===== config.mk =====
export PLATFORM = sky130hd
export DESIGN_NAME = tts_sequencer
export DESIGN_NICKNAME = d
export VERILOG_FILES = /design/src/verilog/tts_pkg.sv /design/src/verilog/tts_sequencer.sv /design/src/verilog/tts_pin_sync.sv
export SDC_FILE = /design/constraint.sdc
export NUM_CORES = 1
export LEC_CHECK = 0
export ABC_CLOCK_PERIOD_IN_PS = 6900
export BUFFER_PORTS_ARGS = -buffer_cell sky130_fd_sc_hd__buf_2
export CAP_MARGIN = 20
export CORE_MARGIN = 4
export CORE_UTILIZATION = 50
export CTS_BUF_LIST = sky130_fd_sc_hd__clkbuf_8
export CTS_CLUSTER_DIAMETER = 100
export DETAILED_ROUTE_END_ITERATION = 6
export PLACE_DENSITY = 0.7
export SLEW_MARGIN = 20
export SYNTH_ARGS = -nofsm -noshare
export SYNTH_HDL_FRONTEND = slang
export SYNTH_HIERARCHICAL = 1
export SYNTH_SLANG_ARGS = --single-unit

===== constraint.sdc =====
create_clock -name clk_i -period 6.9 [get_ports clk_i]
set_clock_uncertainty 0.1 [all_clocks]
set_input_delay 0 -clock clk_i [delete_from_list [all_inputs] [get_ports clk_i]]
set_output_delay 0 -clock clk_i [all_outputs]
set_load 0.02 [all_outputs]

===== src/verilog/tts_pkg.sv =====
package tts_pkg;

    // Register byte offsets on the bus
    localparam logic [3:0] TTS_CFG_OFS        = 4'h0;
    localparam logic [3:0] TTS_STAT_OFS       = 4'h4;

    // Configuration word field positions
    localparam int TTS_DIV_LSB                = 0;
    localparam int TTS_NUM_LSB                = 3;
    localparam int TTS_SHPOS_LSB              = 8;
    localparam int TTS_SHEN_BIT               = 13;
    localparam int TTS_DAMP_BIT               = 14;
    localparam int TTS_PROF_LSB               = 16;
    localparam int TTS_WIN_LSB                = 24;

    // Field widths
    localparam int TTS_DIV_W                  = 3;
    localparam int TTS_NUM_W                  = 5;
    localparam int TTS_PROF_W                 = 2;
    localparam int TTS_WIN_W                  = 8;

    // Reset values: divide select 2h, one pulse, profile 0, window 255 periods
    localparam logic [31:0] TTS_CFG_RST       = 32'hff00_000a;
    localparam logic [TTS_PROF_W-1:0] TTS_PROF_NONE = 2'h3;

    // Start pulse lasts at most this many transmit periods
    localparam logic [TTS_NUM_W-1:0] TTS_START_CAP = 5'h03;

    // Status word field positions
    localparam int TTS_ST_BUSY_BIT            = 0;
    localparam int TTS_ST_ZC_BIT              = 1;
    localparam int TTS_ST_QUAL_BIT            = 2;
    localparam int TTS_ST_STOPS_LSB           = 8;
    localparam int TTS_ST_RUNS_LSB            = 16;

    // Configuration carried as one unit
    typedef struct packed {
        logic [TTS_WIN_W-1:0]  rx_window;
        logic [TTS_PROF_W-1:0] profile;
        logic                  damp_en;
        logic                  shift_en;
        logic [TTS_NUM_W-1:0]  shift_pos;
        logic [TTS_NUM_W-1:0]  pulse_count;
        logic [TTS_DIV_W-1:0]  tx_divide_select;
    } tts_cfg_t;

    // Sequencer states, one-hot
    typedef enum logic [2:0] {
        TTS_IDLE = 3'b001,
        TTS_TX   = 3'b010,
        TTS_RX   = 3'b100
    } tts_state_t;

endpackage : tts_pkg


===== src/verilog/tts_sequencer.sv =====
// Design decisions made here: the Wishbone register port and the register offsets.
`timescale 1ns/1ps
// Overview of operation
// - A measurement starts only on a rising trigger input from the controller.
// - Each accepted trigger with a nonzero pulse count yields exactly one pulse on the start output.
// - The transmit burst begins on the same cycle the start pulse rises.
// - Transmit clock is the reference clock divided by a power of two only.
// - Transmit frequency is reference over two to the (divide select plus one).
// - Exactly the configured number of transmit pulses per burst.
// - Start lasts one transmit period per pulse, at most three periods.
// - Optional 180 degree phase inversion from a chosen pulse position onward.
// - Optional damping of the final burst pulse.
// - One of three profiles must be selected before measurements run.
// - Qualified echo zero crossings drive pulses on the stop output.
// - Zero-cross level rises above reference, falls only below reference minus hysteresis.
module tts_sequencer
    import tts_pkg::*;
(
    // Clock and reset
    input  wire logic        clk_i,
    input  wire logic        reset_n_i,
    // Wishbone slave
    input  wire logic        wb_cyc_i,
    input  wire logic        wb_stb_i,
    input  wire logic        wb_we_i,
    input  wire logic [3:0]  wb_adr_i,
    input  wire logic [3:0]  wb_sel_i,
    input  wire logic [31:0] wb_dat_i,
    output logic      [31:0] wb_dat_o,
    output logic             wb_ack_o,
    // Controller pins
    input  wire logic        enable_i,
    input  wire logic        trigger_i,
    input  wire logic        reference_clock_input_i,
    // Comparator results on the comparator_input node
    input  wire logic        echo_above_ref_i,
    input  wire logic        echo_below_hyst_i,
    input  wire logic        echo_over_thld_i,
    // Transducer and timing outputs
    output logic             tx_p_o,
    output logic             tx_n_o,
    output logic             tx_damp_o,
    output logic             start_o,
    output logic             stop_o,
    output logic             busy_o
);

    import tts_pkg::*;

    localparam int NPIN = 6;
    localparam int PCW  = 9;

    logic             rst_s1_r;
    logic             rst_n_r;
    logic [NPIN-1:0]  pin_lvl;
    logic             en_lvl;
    logic             trig_lvl;
    logic             ref_lvl;
    logic             above_lvl;
    logic             below_lvl;
    logic             thld_lvl;
    logic             trig_d_r;
    logic             ref_d_r;
    logic             ref_edge;
    logic             trig_edge;
    logic             trig_ok;
    logic             pend_r;
    logic [31:0]      cfg_word_r;
    tts_cfg_t         cfg;
    tts_cfg_t         run_r;
    tts_state_t       state_r;
    tts_state_t       state_nxt;
    logic [PCW-1:0]   per_cnt_r;
    logic [PCW-1:0]   per_last;
    logic [PCW-1:0]   half;
    logic             per_wrap;
    logic [TTS_NUM_W-1:0] pulse_r;
    logic [TTS_WIN_W-1:0] win_r;
    logic             zc_r;
    logic             zc_d_r;
    logic             qual_r;
    logic [7:0]       stops_r;
    logic [7:0]       runs_r;
    logic             bus_req;
    logic             wr_cfg;
    logic             tx_p_nxt;
    logic             start_nxt;
    logic             last_pulse;
    logic [TTS_NUM_W-1:0] start_len;

    // Byte-lane merge used by the configuration write path
    function automatic logic [31:0] merge_lanes(input logic [31:0] old_v,
                                                input logic [31:0] new_v,
                                                input logic [3:0]  sel);
        logic [31:0] res;
        res = old_v;
        for (int i = 0; i < 4; i++) begin
            if (sel[i]) begin
                res[i*8 +: 8] = new_v[i*8 +: 8];
            end
        end
        return res;
    endfunction : merge_lanes

    // Field split of the configuration word; shared by the live view and the reset value
    function automatic tts_cfg_t cfg_decode(input logic [31:0] w);
        return tts_cfg_t'({w[TTS_WIN_LSB +: TTS_WIN_W], w[TTS_PROF_LSB +: TTS_PROF_W], w[TTS_DAMP_BIT],
                           w[TTS_SHEN_BIT], w[TTS_SHPOS_LSB +: TTS_NUM_W], w[TTS_NUM_LSB +: TTS_NUM_W],
                           w[TTS_DIV_LSB +: TTS_DIV_W]});
    endfunction : cfg_decode

    // Reset release through two flops; the assert stays asynchronous
    always_ff @(posedge clk_i or negedge reset_n_i) begin
        if (!reset_n_i) begin
            rst_s1_r <= 1'b0;
            rst_n_r  <= 1'b0;
        end else begin
            rst_s1_r <= 1'b1;
            rst_n_r  <= rst_s1_r;
        end
    end

    // All pins come from outside the clock domain
    tts_pin_sync #(
        .W (NPIN)
    ) u_pin_sync (
        .clk_i   (clk_i),
        .rst_n_i (rst_n_r),
        .pin_i   ({echo_over_thld_i, echo_below_hyst_i, echo_above_ref_i,
                   reference_clock_input_i, trigger_i, enable_i}),
        .level_o (pin_lvl)
    );

    assign {thld_lvl, below_lvl, above_lvl, ref_lvl, trig_lvl, en_lvl} = pin_lvl;

    // Edge detection on the filtered levels
    always_ff @(posedge clk_i or negedge rst_n_r) begin
        if (!rst_n_r) begin
            trig_d_r <= 1'b0;
            ref_d_r  <= 1'b0;
        end else begin
            trig_d_r <= trig_lvl;
            ref_d_r  <= ref_lvl;
        end
    end

    assign ref_edge  = ref_lvl & ~ref_d_r;
    assign trig_edge = trig_lvl & ~trig_d_r;

    // Wishbone decode; one wait state keeps the answer registered
    assign bus_req = wb_cyc_i & wb_stb_i & ~wb_ack_o;
    assign wr_cfg  = bus_req & wb_we_i & (wb_adr_i == TTS_CFG_OFS);
    assign cfg     = cfg_decode(cfg_word_r);

    always_ff @(posedge clk_i or negedge rst_n_r) begin
        if (!rst_n_r) begin
            wb_ack_o <= 1'b0;
        end else begin
            wb_ack_o <= bus_req;
        end
    end

    // Configuration register; takes effect at the next trigger
    always_ff @(posedge clk_i or negedge rst_n_r) begin
        if (!rst_n_r) begin
            cfg_word_r <= TTS_CFG_RST;
        end else if (wr_cfg) begin
            cfg_word_r <= merge_lanes(cfg_word_r, wb_dat_i, wb_sel_i);
        end
    end

    // Read data; unmapped offsets answer with zero
    always_ff @(posedge clk_i or negedge rst_n_r) begin
        if (!rst_n_r) begin
            wb_dat_o <= 32'h0000_0000;
        end else if (bus_req && !wb_we_i) begin
            case (wb_adr_i)
                TTS_CFG_OFS: begin
                    wb_dat_o <= cfg_word_r;
                end
                TTS_STAT_OFS: begin
                    wb_dat_o <= 32'h0000_0000;
                    wb_dat_o[TTS_ST_BUSY_BIT]        <= (state_r != TTS_IDLE);
                    wb_dat_o[TTS_ST_ZC_BIT]          <= zc_r;
                    wb_dat_o[TTS_ST_QUAL_BIT]        <= qual_r;
                    wb_dat_o[TTS_ST_STOPS_LSB +: 8]  <= stops_r;
                    wb_dat_o[TTS_ST_RUNS_LSB +: 8]   <= runs_r;
                end
                default: begin
                    wb_dat_o <= 32'h0000_0000;
                end
            endcase
        end
    end

    // Period arithmetic; half and full periods are powers of two only
    assign half     = PCW'(1) << run_r.tx_divide_select;
    assign per_last = PCW'((PCW'(1) << ({1'b0, run_r.tx_divide_select} + 4'h1)) - PCW'(1));
    assign per_wrap = ref_edge & (per_cnt_r == per_last);
    assign last_pulse = (pulse_r == run_r.pulse_count - 5'h01);
    // Profile 3 is not a valid selection, so no run starts
    assign trig_ok = (state_r == TTS_IDLE) & trig_edge & en_lvl & (cfg.profile != TTS_PROF_NONE);

    // Trigger waits for a reference edge so the first half period is full length
    always_ff @(posedge clk_i or negedge rst_n_r) begin
        if (!rst_n_r) begin
            pend_r <= 1'b0;
        end else begin
            pend_r <= (trig_ok | pend_r) & ~ref_edge & en_lvl;
        end
    end

    // Sequencer next state
    always_comb begin
        state_nxt = state_r;
        case (state_r)
            TTS_IDLE: begin
                if ((trig_ok || pend_r) && ref_edge) begin
                    state_nxt = (cfg.pulse_count == '0) ? TTS_RX : TTS_TX;
                end
            end
            TTS_TX: begin
                if (per_wrap && last_pulse) begin
                    state_nxt = TTS_RX;
                end
            end
            TTS_RX: begin
                if (per_wrap && win_r == '0) begin
                    state_nxt = TTS_IDLE;
                end
            end
            default: begin
                state_nxt = TTS_IDLE;
            end
        endcase
        if (!en_lvl) begin
            state_nxt = TTS_IDLE;
        end
    end

    // State register; triggers in TX or RX have no effect
    always_ff @(posedge clk_i or negedge rst_n_r) begin
        if (!rst_n_r) begin
            state_r <= TTS_IDLE;
        end else begin
            state_r <= state_nxt;
        end
    end

    // Configuration snapshot so a write mid-run cannot warp the burst
    always_ff @(posedge clk_i or negedge rst_n_r) begin
        if (!rst_n_r) begin
            run_r <= cfg_decode(TTS_CFG_RST);
        end else if (state_r == TTS_IDLE) begin
            run_r <= cfg;
        end
    end

    // Reference-edge period counter and pulse index
    always_ff @(posedge clk_i or negedge rst_n_r) begin
        if (!rst_n_r) begin
            per_cnt_r <= '0;
            pulse_r   <= '0;
        end else if (state_r == TTS_IDLE || state_nxt != state_r) begin
            per_cnt_r <= '0;
            pulse_r   <= '0;
        end else if (per_wrap) begin
            per_cnt_r <= '0;
            pulse_r   <= pulse_r + 5'h01;
        end else if (ref_edge) begin
            per_cnt_r <= per_cnt_r + PCW'(1);
        end
    end

    // Receive window in transmit periods
    always_ff @(posedge clk_i or negedge rst_n_r) begin
        if (!rst_n_r) begin
            win_r <= '0;
        end else if (state_r != TTS_RX) begin
            win_r <= run_r.rx_window;
        end else if (per_wrap && win_r != '0) begin
            win_r <= win_r - 8'h01;
        end
    end

    // Start length is pulse count capped at three periods
    assign start_len = (run_r.pulse_count > TTS_START_CAP) ? TTS_START_CAP : run_r.pulse_count;

    // Transmit and start levels, registered together so they rise together
    always_comb begin
        tx_p_nxt  = 1'b0;
        start_nxt = 1'b0;
        if (state_r == TTS_TX) begin
            tx_p_nxt = (per_cnt_r < half);
            if (run_r.shift_en && pulse_r >= run_r.shift_pos) begin
                tx_p_nxt = ~tx_p_nxt;
            end
            start_nxt = (pulse_r < start_len);
        end
    end

    // Transducer drive outputs; damping reverses the final pulse
    always_ff @(posedge clk_i or negedge rst_n_r) begin
        if (!rst_n_r) begin
            tx_p_o    <= 1'b0;
            tx_n_o    <= 1'b0;
            tx_damp_o <= 1'b0;
            start_o   <= 1'b0;
        end else begin
            tx_damp_o <= (state_r == TTS_TX) && run_r.damp_en && last_pulse;
            if ((state_r == TTS_TX) && run_r.damp_en && last_pulse) begin
                tx_p_o <= ~tx_p_nxt;
                tx_n_o <= tx_p_nxt;
            end else begin
                tx_p_o <= tx_p_nxt;
                tx_n_o <= (state_r == TTS_TX) & ~tx_p_nxt;
            end
            start_o <= start_nxt;
        end
    end

    // Zero-cross level with hysteresis; rising wins over falling
    always_ff @(posedge clk_i or negedge rst_n_r) begin
        if (!rst_n_r) begin
            zc_r   <= 1'b0;
            zc_d_r <= 1'b0;
        end else begin
            if (above_lvl) begin
                zc_r <= 1'b1;
            end else if (below_lvl) begin
                zc_r <= 1'b0;
            end
            zc_d_r <= zc_r;
        end
    end

    // Echo qualification: armed once the threshold is crossed in a window
    always_ff @(posedge clk_i or negedge rst_n_r) begin
        if (!rst_n_r) begin
            qual_r <= 1'b0;
        end else if (state_r != TTS_RX) begin
            qual_r <= 1'b0;
        end else if (thld_lvl) begin
            qual_r <= 1'b1;
        end
    end

    // Stop output follows the qualified zero-cross level
    always_ff @(posedge clk_i or negedge rst_n_r) begin
        if (!rst_n_r) begin
            stop_o <= 1'b0;
        end else begin
            stop_o <= (state_r == TTS_RX) && qual_r && zc_r;
        end
    end

    // Counters for status: stops this run, runs since reset
    always_ff @(posedge clk_i or negedge rst_n_r) begin
        if (!rst_n_r) begin
            stops_r <= '0;
            runs_r  <= '0;
        end else begin
            if (state_r == TTS_IDLE && state_nxt != TTS_IDLE) begin
                stops_r <= '0;
                runs_r  <= runs_r + 8'h01;
            end else if (state_r == TTS_RX && qual_r && zc_r && !zc_d_r) begin
                stops_r <= stops_r + 8'h01;
            end
        end
    end

    // Busy flag for the controller
    always_ff @(posedge clk_i or negedge rst_n_r) begin
        if (!rst_n_r) begin
            busy_o <= 1'b0;
        end else begin
            busy_o <= (state_nxt != TTS_IDLE) | trig_ok | (pend_r & en_lvl);
        end
    end

endmodule : tts_sequencer


===== src/verilog/tts_pin_sync.sv =====
`timescale 1ns/1ps
// Three-stage pin synchroniser; the output level moves only once the
// second and third stages agree, which rejects a one-cycle glitch.
module tts_pin_sync #(
    parameter int W = 1
) (
    // Clock and reset
    input  wire logic         clk_i,
    input  wire logic         rst_n_i,
    // Pins and filtered levels
    input  wire logic [W-1:0] pin_i,
    output logic      [W-1:0] level_o
);

    logic [W-1:0] s1_r;
    logic [W-1:0] s2_r;
    logic [W-1:0] s3_r;

    // Shift chain; the first stage feeds only the second
    always_ff @(posedge clk_i or negedge rst_n_i) begin
        if (!rst_n_i) begin
            s1_r <= '0;
            s2_r <= '0;
            s3_r <= '0;
        end else begin
            s1_r <= pin_i;
            s2_r <= s1_r;
            s3_r <= s2_r;
        end
    end

    // Per-bit agreement filter
    genvar g;
    generate
        for (g = 0; g < W; g++) begin : g_agree
            always_ff @(posedge clk_i or negedge rst_n_i) begin
                if (!rst_n_i) begin
                    level_o[g] <= 1'b0;
                end else if (s2_r[g] == s3_r[g]) begin
                    level_o[g] <= s3_r[g];
                end
            end
        end
    endgenerate

endmodule : tts_pin_sync


==> results of run 1 <==
==> cells by family after synthesis <==
group | count (synthesis)
xor gates and xnor gates | 40
muxes | 38
DFF | 167
AOI/OAI and AO/OA | 114
buffers and inverters | 72
adders and majority gates | 31
other | 1
and+or+nand+nor | 231
==> what timing repair did <==
item / 4_1_cts / 5_1_grt
resized for setup: 0 / 0
endpoints found under the hold margin: 41 / 0
hold buffers: 42 / 0
==> cell usage in the layout (no fill, tap or decap), types with 10 or more instances in the layout <==
cell | netlist | layout
buf_2 | 8 | 89
clkbuf_8 | 0 | 17
nand4_1 | 12 | 12
mux2_2 | 34 | 34
dlygate4sd3_1 | 0 | 42
xor2_1 | 23 | 23
a222oi_1 | 19 | 19
a21oi_1 | 14 | 14
nor2_1 | 34 | 34
o21ai_0 | 22 | 22
nand2_1 | 94 | 94
inv_1 | 37 | 37
nand3_1 | 11 | 11
dfstp_2 | 21 | 21
dfrtp_1 | 146 | 145
nor2b_1 | 10 | 10
xnor2_1 | 17 | 17
a22o_1 | 13 | 13
ha_1 | 25 | 25
==> area by class of cell <==
type / instances / area [µm²] / share of cell area
flip-flops and latches: 167 / 4210 / 0.461
repair buffers: 138 / 918 / 0.101
well taps: 188 / 235 / 0.0258
multi-input cells: 458 / 3190 / 0.350
inverters: 37 / 139 / 0.0152
clock inverters: 15 / 203 / 0.0222
diodes: 1 / 2.50 / 0.000274
clock buffers: 17 / 234 / 0.0256
==> state kept, by name (all words and copies together), names as in the netlist, 3 cells and up <==
name,flops
state_r,3
runs_r,8
run_r,23
u_pin_sync/s3_r,6
u_pin_sync/level_o,6
u_pin_sync/s1_r,6
u_pin_sync/s2_r,6
win_r,8
wb_dat_o,32
stops_r,8
per_cnt_r,9
pulse_r,5
cfg_word_r,32
==> worst register-to-register path: stages (launching register included) <==
cell     delay, ns
dfstp_2       0.76
and2_1        0.36
ha_1          0.45
or3b_1        0.43
ha_1          0.34
xnor2_1       0.20
and3_1        0.20
a311o_1       0.33
nor3_1        0.23
and3_1        0.40
o21ai_4       0.12
xnor2_1       0.15
or3_1         0.56
a21oi_2       0.18
==> cell usage after synthesis, types with 12 or more instances <==
cell,count,area [µm²]
dfrtp_1,146,3650
nand2_1,94,353
inv_1,37,139
mux2_2,34,383
nor2_1,34,128
ha_1,25,313
xor2_1,23,201
o21ai_0,22,110
clkbuf_1,21,78.8
dfstp_2,21,552
a222oi_1,19,190
xnor2_1,17,149
a21oi_1,14,70.1
a22o_1,13,114
nand4_1,12,75.1
==> through the flow <==
| step | instance area, µm² | utilization | hold slack (ns) | setup slack [ns] |
|---|---|---|---|---|
| after floorplan | 7690 | - | -0.396 | 1.84 |
| after global placement | 8270 | 0.546 | -0.315 | 2.22 |
| after detailed placement | 8270 | 0.546 | -0.312 | 2.15 |
| after CTS | 9130 | 0.603 | 0.0169 | 2.10 |
| after global routing | 9130 | 0.603 | 0.0455 | 1.72 |
| final | 9130 | 0.603 | 0.0445 | 2.03 |
==> metal layers <==
metal | GRT usage | routed length [µm]
met1 | 0.281 | 7940
met2 | 0.355 | 8980
met3 | 0.0542 | 1120
met4 | 0.0817 | 414
met5 | 0 | 0
==> where the power goes <==
group | internal [W] | leakage [nW] | total [W] | switching (W)
clock network | 0.000315 | 0.212 | 0.000745 | 0.000430
registers | 0.00106 | 2.15 | 0.00116 | 0.0000911
logic | 0.000137 | 2.05 | 0.000294 | 0.000157
total | 0.00152 | 4.41 | 0.00220 | 0.000679
==> worst paths after layout <==
| check | cells past startpoint | slack, ns | start | to |
|---|---|---|---|---|
| max in group asynchronous | 2 | 4.47 | rst_n_r | stops_r[0] |
| hold reg to reg | 0 | 0.26 | u_pin_sync/s1_r[1] | u_pin_sync/s2_r[1] |
| hold / removal | 3 | 0.04 | wb_sel_i[2] | cfg_word_r[23] |
| setup / recovery | 13 | 2.03 | run_r[1] | per_cnt_r[0] |
| min in group asynchronous | 3 | 0.27 | reset_n_i | rst_n_r |
| setup reg to reg | 13 | 2.03 | run_r[1] | per_cnt_r[0] |
==> impl_metrics.csv, run 1 <==
group,metric,value,unit
status,status,"finished with violations",
status,violations,"DRC",
cts,cts.htree.levels,4,
synthesis,synth.ff_latch_count,167,
worst_setup_path,critical_path_class,"reg2reg",
drt,avgViaCountPerCell,5.69,
drt,dr_total_vias,5809,
pwr,power_density,240,mW/mm²
synthesis,ys_seq_area_frac,0.548,
cts,cts_made_buffers,17,
timing,min_period_over_period,0.706,
cts,cts_tree,"built",
pwr,fin_total_pwr,0.00220,W
worst_setup_path,path_max_fanout,19,
floorplanning,die_x,132,µm
drt,first_pass_iters,7,
worst_setup_path,max_stage_delay,0.76,ns
synthesis,yosys.area_share.xor_xnor,0.0456,
synthesis,synth_area,0.00768,mm²
worst_setup_path,worstPathRequired,7.20,ns
place,place_congestion,0.900,
worst_hold_path,hp-class,"in2reg",
final_layout,final.fill_count,1209,
timing,tns,0,ns
worst_setup_path,cp_top_family,"simple AND/OR/NAND/NOR gates",
synthesis,yosys_warnings,6,
synthesis,synth.distinct_cells,69,
drt,ant_nets,0,
pwr,leakage,4.41,nW
place,post-place-cells,946,
synthesis,async_reset_ff_frac,1.00,
worst_setup_path,path_cells,"and2_1 -> ha_1 -> or3b_1 -> ha_1 -> xnor2_1 -> and3_1 -> a311o_1 -> nor3_1 -> and3_1 -> o21ai_4 -> xnor2_1 -> or3_1 -> a21oi_2",
cts,clk_latency,0.47,ns
floorplanning,dieArea,0.0174,mm²
cts,post_cts_buffers,0,
synthesis,synth-edff-count,0,
cts,path_clk_slew,0.11,ns
grt,grt-ovfl-total,0,
drt,routed_wl,18500,µm
timing,slew-limit-headroom,0.394,
worst_setup_path,critical_path.slowest_cell,"dfstp_2",
synthesis,ys.flop_type,"dfrtp_1",
timing,final_max_slew_viol_count,0,
synthesis,synthCells,694,
grt,grt_usage,0.217,
cts,clockBufferDepth,2,
floorplanning,core,0.0151,mm²
final_layout,instances_no_fill,1021,
floorplanning,ios,90,
synthesis,synthMuxAreaShare,0.0551,
floorplanning,row_count,45,
synthesis,syn_avg_cell_area,11.1,µm²
grt,grt_pass1_wl,30800,µm
final_layout,layout-drive-gt1-share,0.250,
grt,antenna_found_initial,0,
timing,hold_viol,0,
final_layout,area.growth.synth_to_final,19.0,%
place,post-dp-hpwl,12500,µm
timing,tightest_slew,0.907,ns
timing,fmax,0.205,GHz
synthesis,synth_top_family_by_area,"simple AND/OR/NAND/NOR gates",
synthesis,yosys.area_share.simple,0.149,
synthesis,synthAdderAreaFrac,0.0496,
worst_setup_path,arrival,5.18,ns
pwr,ir_drop,196,µV
floorplanning,initial_utilization,0.507,
floorplanning,die_h,132,µm
worst_setup_path,start_kind,"flop",
final_layout,final_nets,895,
drt,drc,12,
timing,period_needed,4.87,ns
timing,final-setup-viol-count,0,
grt,first_global_vias,6051,
run,drv_cap,0,
worst_setup_path,path_buf_inv,0,
synthesis,synth_compound_area_frac,0.113,
cts,cts.sinks,167,
place,port_buffers,89,
timing,rsz0062_at_grt,"no",
drt,wl_per_cell,18.1,µm
cts,root_buffer,"clkbuf_8",
worst_setup_path,worst_setup_path_end_kind,"flop",
grt,grt_max_degree,71,
drt,drt_iter0_drc,530,
(Power assumes the default switching activity.)
==> inputs of run 2 (changes only) <==
- ABC_CLOCK_PERIOD_IN_PS: 6900 -> 4860
- clock period: 6.9 -> 4.86 ns (I/O delays scaled with it)
==> run 2 against run 1 <==
Compared with the run above: the flow still finishes with violations (DRC); clock-buffer cell count did not move; critical path type unchanged; largest power group unchanged; register-to-register slack got worse by 1.3 ns; critical endpoint unchanged; largest cell class unchanged; sequential share of layout area fell by 0.18 points; worst hold slack improved by 0.0027 ns.
==> impl_metrics.csv, run 2 (synthesis results as in run 1) <==
group,metric,value,unit
final_layout,diodes,0,
worst_setup_path,max_stage_delay,0.56,ns
drt,drt_iter0_drc,310,
grt,grt-ovfl-total,0,
cts,cts_resized,0,
drt,routed_wl,18100,µm
worst_setup_path,worst_setup_path_end_kind,"flop",
floorplanning,die_x,132,µm
timing,slew-limit-headroom,0.409,
cts,cts.sinks,167,
cts,cts_made_buffers,17,
final_layout,layout-drive-gt1-share,0.256,
worst_hold_path,holdCritStartpoint,"wb_sel_i[1]",
drt,ant_nets,0,
worst_setup_path,regToRegEndpoint,"per_cnt_r[0]",
drt,avgViaCountPerCell,5.62,
worst_setup_path,start_kind,"flop",
cts,cts_tree,"built",
final_layout,final_nets,902,
final_layout,final.fill_count,1199,
timing,period_needed,4.14,ns
timing,hold_viol,0,
floorplanning,core,0.0151,mm²
worst_setup_path,critical_path_class,"reg2reg",
pwr,ir_drop,254,µV
cts,path_clk_slew,0.10,ns
floorplanning,die_h,132,µm
final_layout,area.growth.synth_to_final,19.5,%
drt,wl_per_cell,17.6,µm
run,drv_cap,0,
floorplanning,ios,90,
grt,grt_max_degree,84,
grt,grt_usage,0.218,
timing,worst_slack,0.716,ns
worst_setup_path,path_cells,"and2_1 -> ha_1 -> buf_4 -> nand3_1 -> ha_1 -> xnor2_1 -> and3_1 -> a311o_1 -> nor3_1 -> and3_1 -> o21ai_4 -> xnor2_1 -> or3_1 -> a21oi_2",
final_layout,layout_common_cells,"145 x dfrtp_1, 94 x nand2_1, 89 x buf_2, 42 x dlygate4sd3_1, 37 x inv_1",
timing,hold_slack,0.0472,ns
grt,grt_pass1_wl,30800,µm
timing,final-setup-viol-count,0,
timing,min_period_over_period,0.853,
cts,root_buffer,"clkbuf_8",
status,status,"finished with violations",
final_layout,reg.largest.list,"cfg_word_r x32, wb_dat_o x32, run_r x23",
grt,first_global_vias,6120,
worst_setup_path,reg2regPathDepth,14,
timing,tns,0,ns
drt,dr_total_vias,5773,
timing,final_max_slew_viol_count,0,
place,place_congestion,0.868,
cts,clk_latency,0.46,ns
timing,tightest_slew,0.885,ns
floorplanning,dieArea,0.0174,mm²
drt,drc,2,
drt,first_pass_iters,7,
pwr,power_density,333,mW/mm²
grt,antenna_found_initial,0,
status,violations,"DRC",
timing,rsz0062_at_grt,"no",
worst_setup_path,rr_startpoint,"run_r[1]",
worst_hold_path,holdPathStages,3,
worst_setup_path,worstPathRequired,5.13,ns
place,port_buffers,89,
place,post-dp-hpwl,12500,µm
cts,cts.htree.levels,4,
worst_setup_path,path_max_fanout,15,
worst_hold_path,hp-class,"in2reg",
floorplanning,row_count,45,
worst_setup_path,critical_path.slowest_cell,"or3_1",
worst_hold_path,hold_path_end,"cfg_word_r[15]",
worst_setup_path,rrSetupSlack,0.72,ns
place,dp_slack,0.770,ns
final_layout,final_common_cell,"dfrtp_1",
timing,fmax,0.241,GHz
cts,clockBufferDepth,2,
floorplanning,initial_utilization,0.507,
final_layout,utilization,0.605,
pwr,leakage,4.44,nW
worst_setup_path,arrival,4.42,ns
==> run 2: cell types whose count changed in the layout (fill, tap and decap cells not counted), sizes merged <==
cell      previous run  this run
diode                1         0
clkinvlp             2         1
bufinv               1         0
buf                 96       103
inv                 44        46
==> run 2: layout make-up <==
cell class | instances | area (µm²) | area share
sequential | 167 | 4210 | 0.459
multi-input combinational | 458 | 3190 | 0.348
timing repair buffer | 145 | 991 | 0.108
tap | 188 | 235 | 0.0257
clock buffer | 17 | 234 | 0.0255
clock inverter | 15 | 169 | 0.0184
inverter | 37 | 139 | 0.0151
==> run 2: metrics by stage <==
step,instances,instance area (µm²),power (W)
after floorplan,697,7690,0.00192
after global placement,952,8320,0.00204
after detailed placement,952,8320,0.00206
after CTS,1026,9140,0.00307
after global routing,1027,9170,0.00321
final,1027,9170,0.00305
==> run 2: power by group <==
group          leakage [nW]  total [W]  switching, W  internal (W)
Sequential             2.15    0.00163      0.000115       0.00151
Clock                 0.202   0.000985      0.000591      0.000394
Combinational          2.09   0.000439      0.000238      0.000201
==> run 2: worst max-delay path: cells and delay by family, from the launching register on <==
| kind | cells | cell delay (ns) |
|---|---|---|
| and+or+nand+nor | 6 | 1.63 |
| DFF | 1 | 0.53 |
| adders and majority gates | 2 | 0.71 |
| xor gates and xnor gates | 2 | 0.28 |
| buffers and inverters | 1 | 0.19 |
| AOI/OAI and AO/OA | 3 | 0.60 |
==> run 2: how the worst max path moves through the flow <==
stage / from / endpoint / slack [ns]
after floorplan: run_r[1] / per_cnt_r[0] / 0.90
after global placement: run_r[1] / win_r[7] / 0.82
after detailed placement: run_r[1] / win_r[3] / 0.77
after CTS: run_r[1] / win_r[3] / 0.74
after global routing: run_r[1] / win_r[3] / 0.34
final: run_r[1] / per_cnt_r[0] / 0.72
==> run 2: metal layers <==
metal / global-route usage / share of wire / routed length [µm] / vias to the layer above
met5: 0 / 0 / 0 / -
met4: 0.0665 / 0.015 / 279 / 0
met3: 0.0599 / 0.061 / 1100 / 28
met2: 0.358 / 0.50 / 9060 / 173
met1: 0.285 / 0.42 / 7650 / 2857
li1: - / - / - / 2715
==> run 2: timing repair <==
action	CTS	global route
endpoints found under the setup margin	0	0
endpoints found under the hold margin	41	0
hold buffers	42	0
buffers inserted	0	0
==> inputs of run 3 (changes only) <==
- SYNTH_HIERARCHICAL: 1 -> unset
==> run 3 against run 2 <==
Compared with the run above: the flow now finishes without violations; critical path depth is 3 lower; power is 2.7% lower; utilization is 0.062 points higher; clock power is 5% higher; first-iteration DRC count is 34% higher; final cell count hardly changed; setup slack worse by 0.082 ns; die area is 1.5% higher; wire length is 4.9% lower; register-to-register slack worse by 0.08 ns; combinational power is 16% lower; non-clock buffer count is 10 lower; largest cell class unchanged; largest power group unchanged.
==> impl_metrics.csv, run 3 <==
group,metric,value,unit
status,status,"completed",
cts,cts_tree,"built",
worst_setup_path,path_buf_inv,1,
worst_setup_path,reg2regPathDepth,11,
worst_hold_path,hp-class,"in2reg",
pwr,power_density,321,mW/mm²
synthesis,synth_most_common_cell,"dfrtp_1",
worst_setup_path,regToRegEndpoint,"win_r[5]",
drt,dr_total_vias,5575,
worst_setup_path,max_stage_delay,0.67,ns
timing,tns,0,ns
place,port_buffers,89,
synthesis,synth_area,0.00780,mm²
synthesis,synth-edff-count,0,
synthesis,syn_avg_cell_area,11.5,µm²
cts,cts.htree.levels,4,
worst_hold_path,holdPathStages,3,
cts,clk_latency,0.45,ns
synthesis,synthTopCellsByArea,"dfrtp_1 47%, dfstp_2 7.1%, mux2_2 7.1%, ha_1 4.0%, nand2_1 3.4%",
timing,final_max_slew_viol_count,0,
timing,tightest_slew,0.990,ns
cts,path_clk_slew,0.10,ns
worst_hold_path,hold_path_end,"cfg_word_r[17]",
synthesis,ys.flop_type,"dfrtp_1",
timing,hold_viol,0,
grt,grt_usage,0.204,
drt,first_pass_iters,5,
timing,rsz0062_at_grt,"no",
final_layout,layout_common_cells,"145 x dfrtp_1, 89 x buf_2, 71 x nand2_1, 49 x mux2_2, 42 x dlygate4sd3_1",
pwr,leakage,4.33,nW
worst_hold_path,holdCritStartpoint,"wb_sel_i[2]",
synthesis,synth.top_cell.area_share,0.468,
synthesis,synth_common_cells,"146 x dfrtp_1, 71 x nand2_1, 49 x mux2_2, 37 x nor2_1",
floorplanning,die_h,133,µm
timing,period_needed,4.23,ns
floorplanning,die_x,133,µm
worst_setup_path,critical_path_class,"reg2reg",
synthesis,synth.distinct_cells,69,
worst_setup_path,worst_setup_path_end_kind,"flop",
synthesis,synth.ff_latch_count,167,
cts,cts_made_buffers,17,
synthesis,yosys_warnings,0,
floorplanning,ios,90,
synthesis,async_reset_ff_frac,1.00,
synthesis,ys_seq_area_frac,0.539,
worst_setup_path,start_kind,"flop",
timing,hold_slack,0.0726,ns
grt,busiest_layer,"met2",
final_layout,layout-drive-gt1-share,0.261,
drt,wl_per_cell,16.8,µm
floorplanning,dieArea,0.0177,mm²
floorplanning,row_count,45,
place,place_congestion,0.925,
final_layout,post-route-cell-area,0.00925,mm²
cts,cts_hold_buf,42,
cts,cts_resized,0,
timing,fmax,0.237,GHz
drt,routed_wl,17200,µm
place,post-dp-hpwl,11900,µm
grt,met1_usage,0.272,
worst_setup_path,rr_startpoint,"run_r[2]",
worst_setup_path,critical_path.slowest_cell,"ha_1",
final_layout,diodes,0,
synthesis,synthCells,678,
grt,grt-ovfl-total,0,
place,post-place-cells,952,
timing,final-setup-viol-count,0,
synthesis,synth_area_leader_cell,"dfrtp_1",
floorplanning,initial_utilization,0.511,
final_layout,instances_no_fill,1026,
cts,post_cts_buffers,0,
drt,drc,0,
worst_setup_path,cp_top_family,"adder cells",
grt,grt_max_degree,94,
final_layout,reg.largest.list,"cfg_word_r x32, wb_dat_o x32, run_r x23",
final_layout,final_common_cell,"dfrtp_1",
final_layout,final_nets,878,
worst_setup_path,rrSetupSlack,0.63,ns
cts,clockBufferDepth,2,
floorplanning,core,0.0153,mm²
worst_setup_path,path_max_fanout,18,
grt,grt_pass1_wl,29000,µm
timing,min_period_over_period,0.870,
run,drv_cap,0,
drt,drt_iter0_drc,416,
cts,root_buffer,"clkbuf_8",
pwr,ir_drop,191,µV
worst_setup_path,worstPathRequired,5.15,ns
final_layout,area.growth.synth_to_final,18.6,%
drt,avgViaCountPerCell,5.43,
grt,first_global_vias,5722,
timing,slew-limit-headroom,0.339,
place,placed_cell_area,0.00842,mm²
worst_setup_path,arrival,4.52,ns
worst_setup_path,path_cells,"inv_1 -> ha_1 -> nand3_1 -> ha_1 -> nor3_1 -> a21oi_1 -> o32ai_1 -> o2111ai_2 -> nor4_4 -> mux2_2 -> nand3_1",
drt,ant_nets,0,
grt,antenna_found_initial,0,
grt,use_met3,0.0411,
cts,cts.sinks,167,
grt,use_met2,0.335,
[run 3: per-layer routing]
metal / routed length, µm / vias up
met4: 362 / 0
met3: 692 / 26
li1: - / 2652
met1: 7590 / 2758
met2: 8550 / 139
met5: 0 / -
[run 3: where the power goes]
group	switching (W)	internal [W]	total [W]	leakage, nW
sequential	0.0000892	0.00148	0.00157	2.16
clock	0.000556	0.000479	0.00103	0.213
combinational	0.000198	0.000170	0.000367	1.95
[run 3: stage by stage]
step	utilization	total power, W	worst slack [ns]
floorplan	-	0.00184	1.45
global placement	0.552	0.00191	0.950
detailed placement	0.552	0.00193	0.665
CTS	0.606	0.00299	0.637
global route	0.606	0.00311	0.307
finish	0.606	0.00297	0.634
[run 3: tightest hold or removal path, delay by kind of cell]
| kind | cells | cell delay, ns |
|---|---|---|
| AND/OR/NAND/NOR | 1 | 0.29 |
| multiplexers | 1 | 0.22 |
| buffers and inverters | 1 | 0.09 |
[run 3: logic make-up after synthesis]
family                     Yosys count  synth area share
other                                1          0.000481
muxes                               73             0.102
DFF                                167             0.539
buffers and inverters               58            0.0322
adders and majority gates           31            0.0478
AOI/OAI and AO/OA                  113             0.103
and+or+nand+nor                    197             0.132
xor gates and xnor gates            38            0.0436
[run 3: layout make-up]
cell class	count	area, µm²
fillers	1259	6010
repair buffers	135	908
flip-flops and latches	167	4210
clock inverters	15	178
multi-input cells	456	3360
clock buffers	17	234
inverters	25	93.8
well taps	211	264
[run 3: worst max-delay path by stage]
| stage | startpoint | end | slack (ns) | depth (start not counted) |
|---|---|---|---|---|
| floorplan | run_r[1] | win_r[2] | 1.45 | 16 |
| global placement | run_r[1] | win_r[5] | 0.95 | 12 |
| detailed placement | run_r[2] | win_r[5] | 0.67 | 11 |
| CTS | run_r[2] | win_r[5] | 0.64 | 11 |
| global route | run_r[2] | win_r[5] | 0.31 | 11 |
| finish | run_r[2] | win_r[5] | 0.63 | 11 |
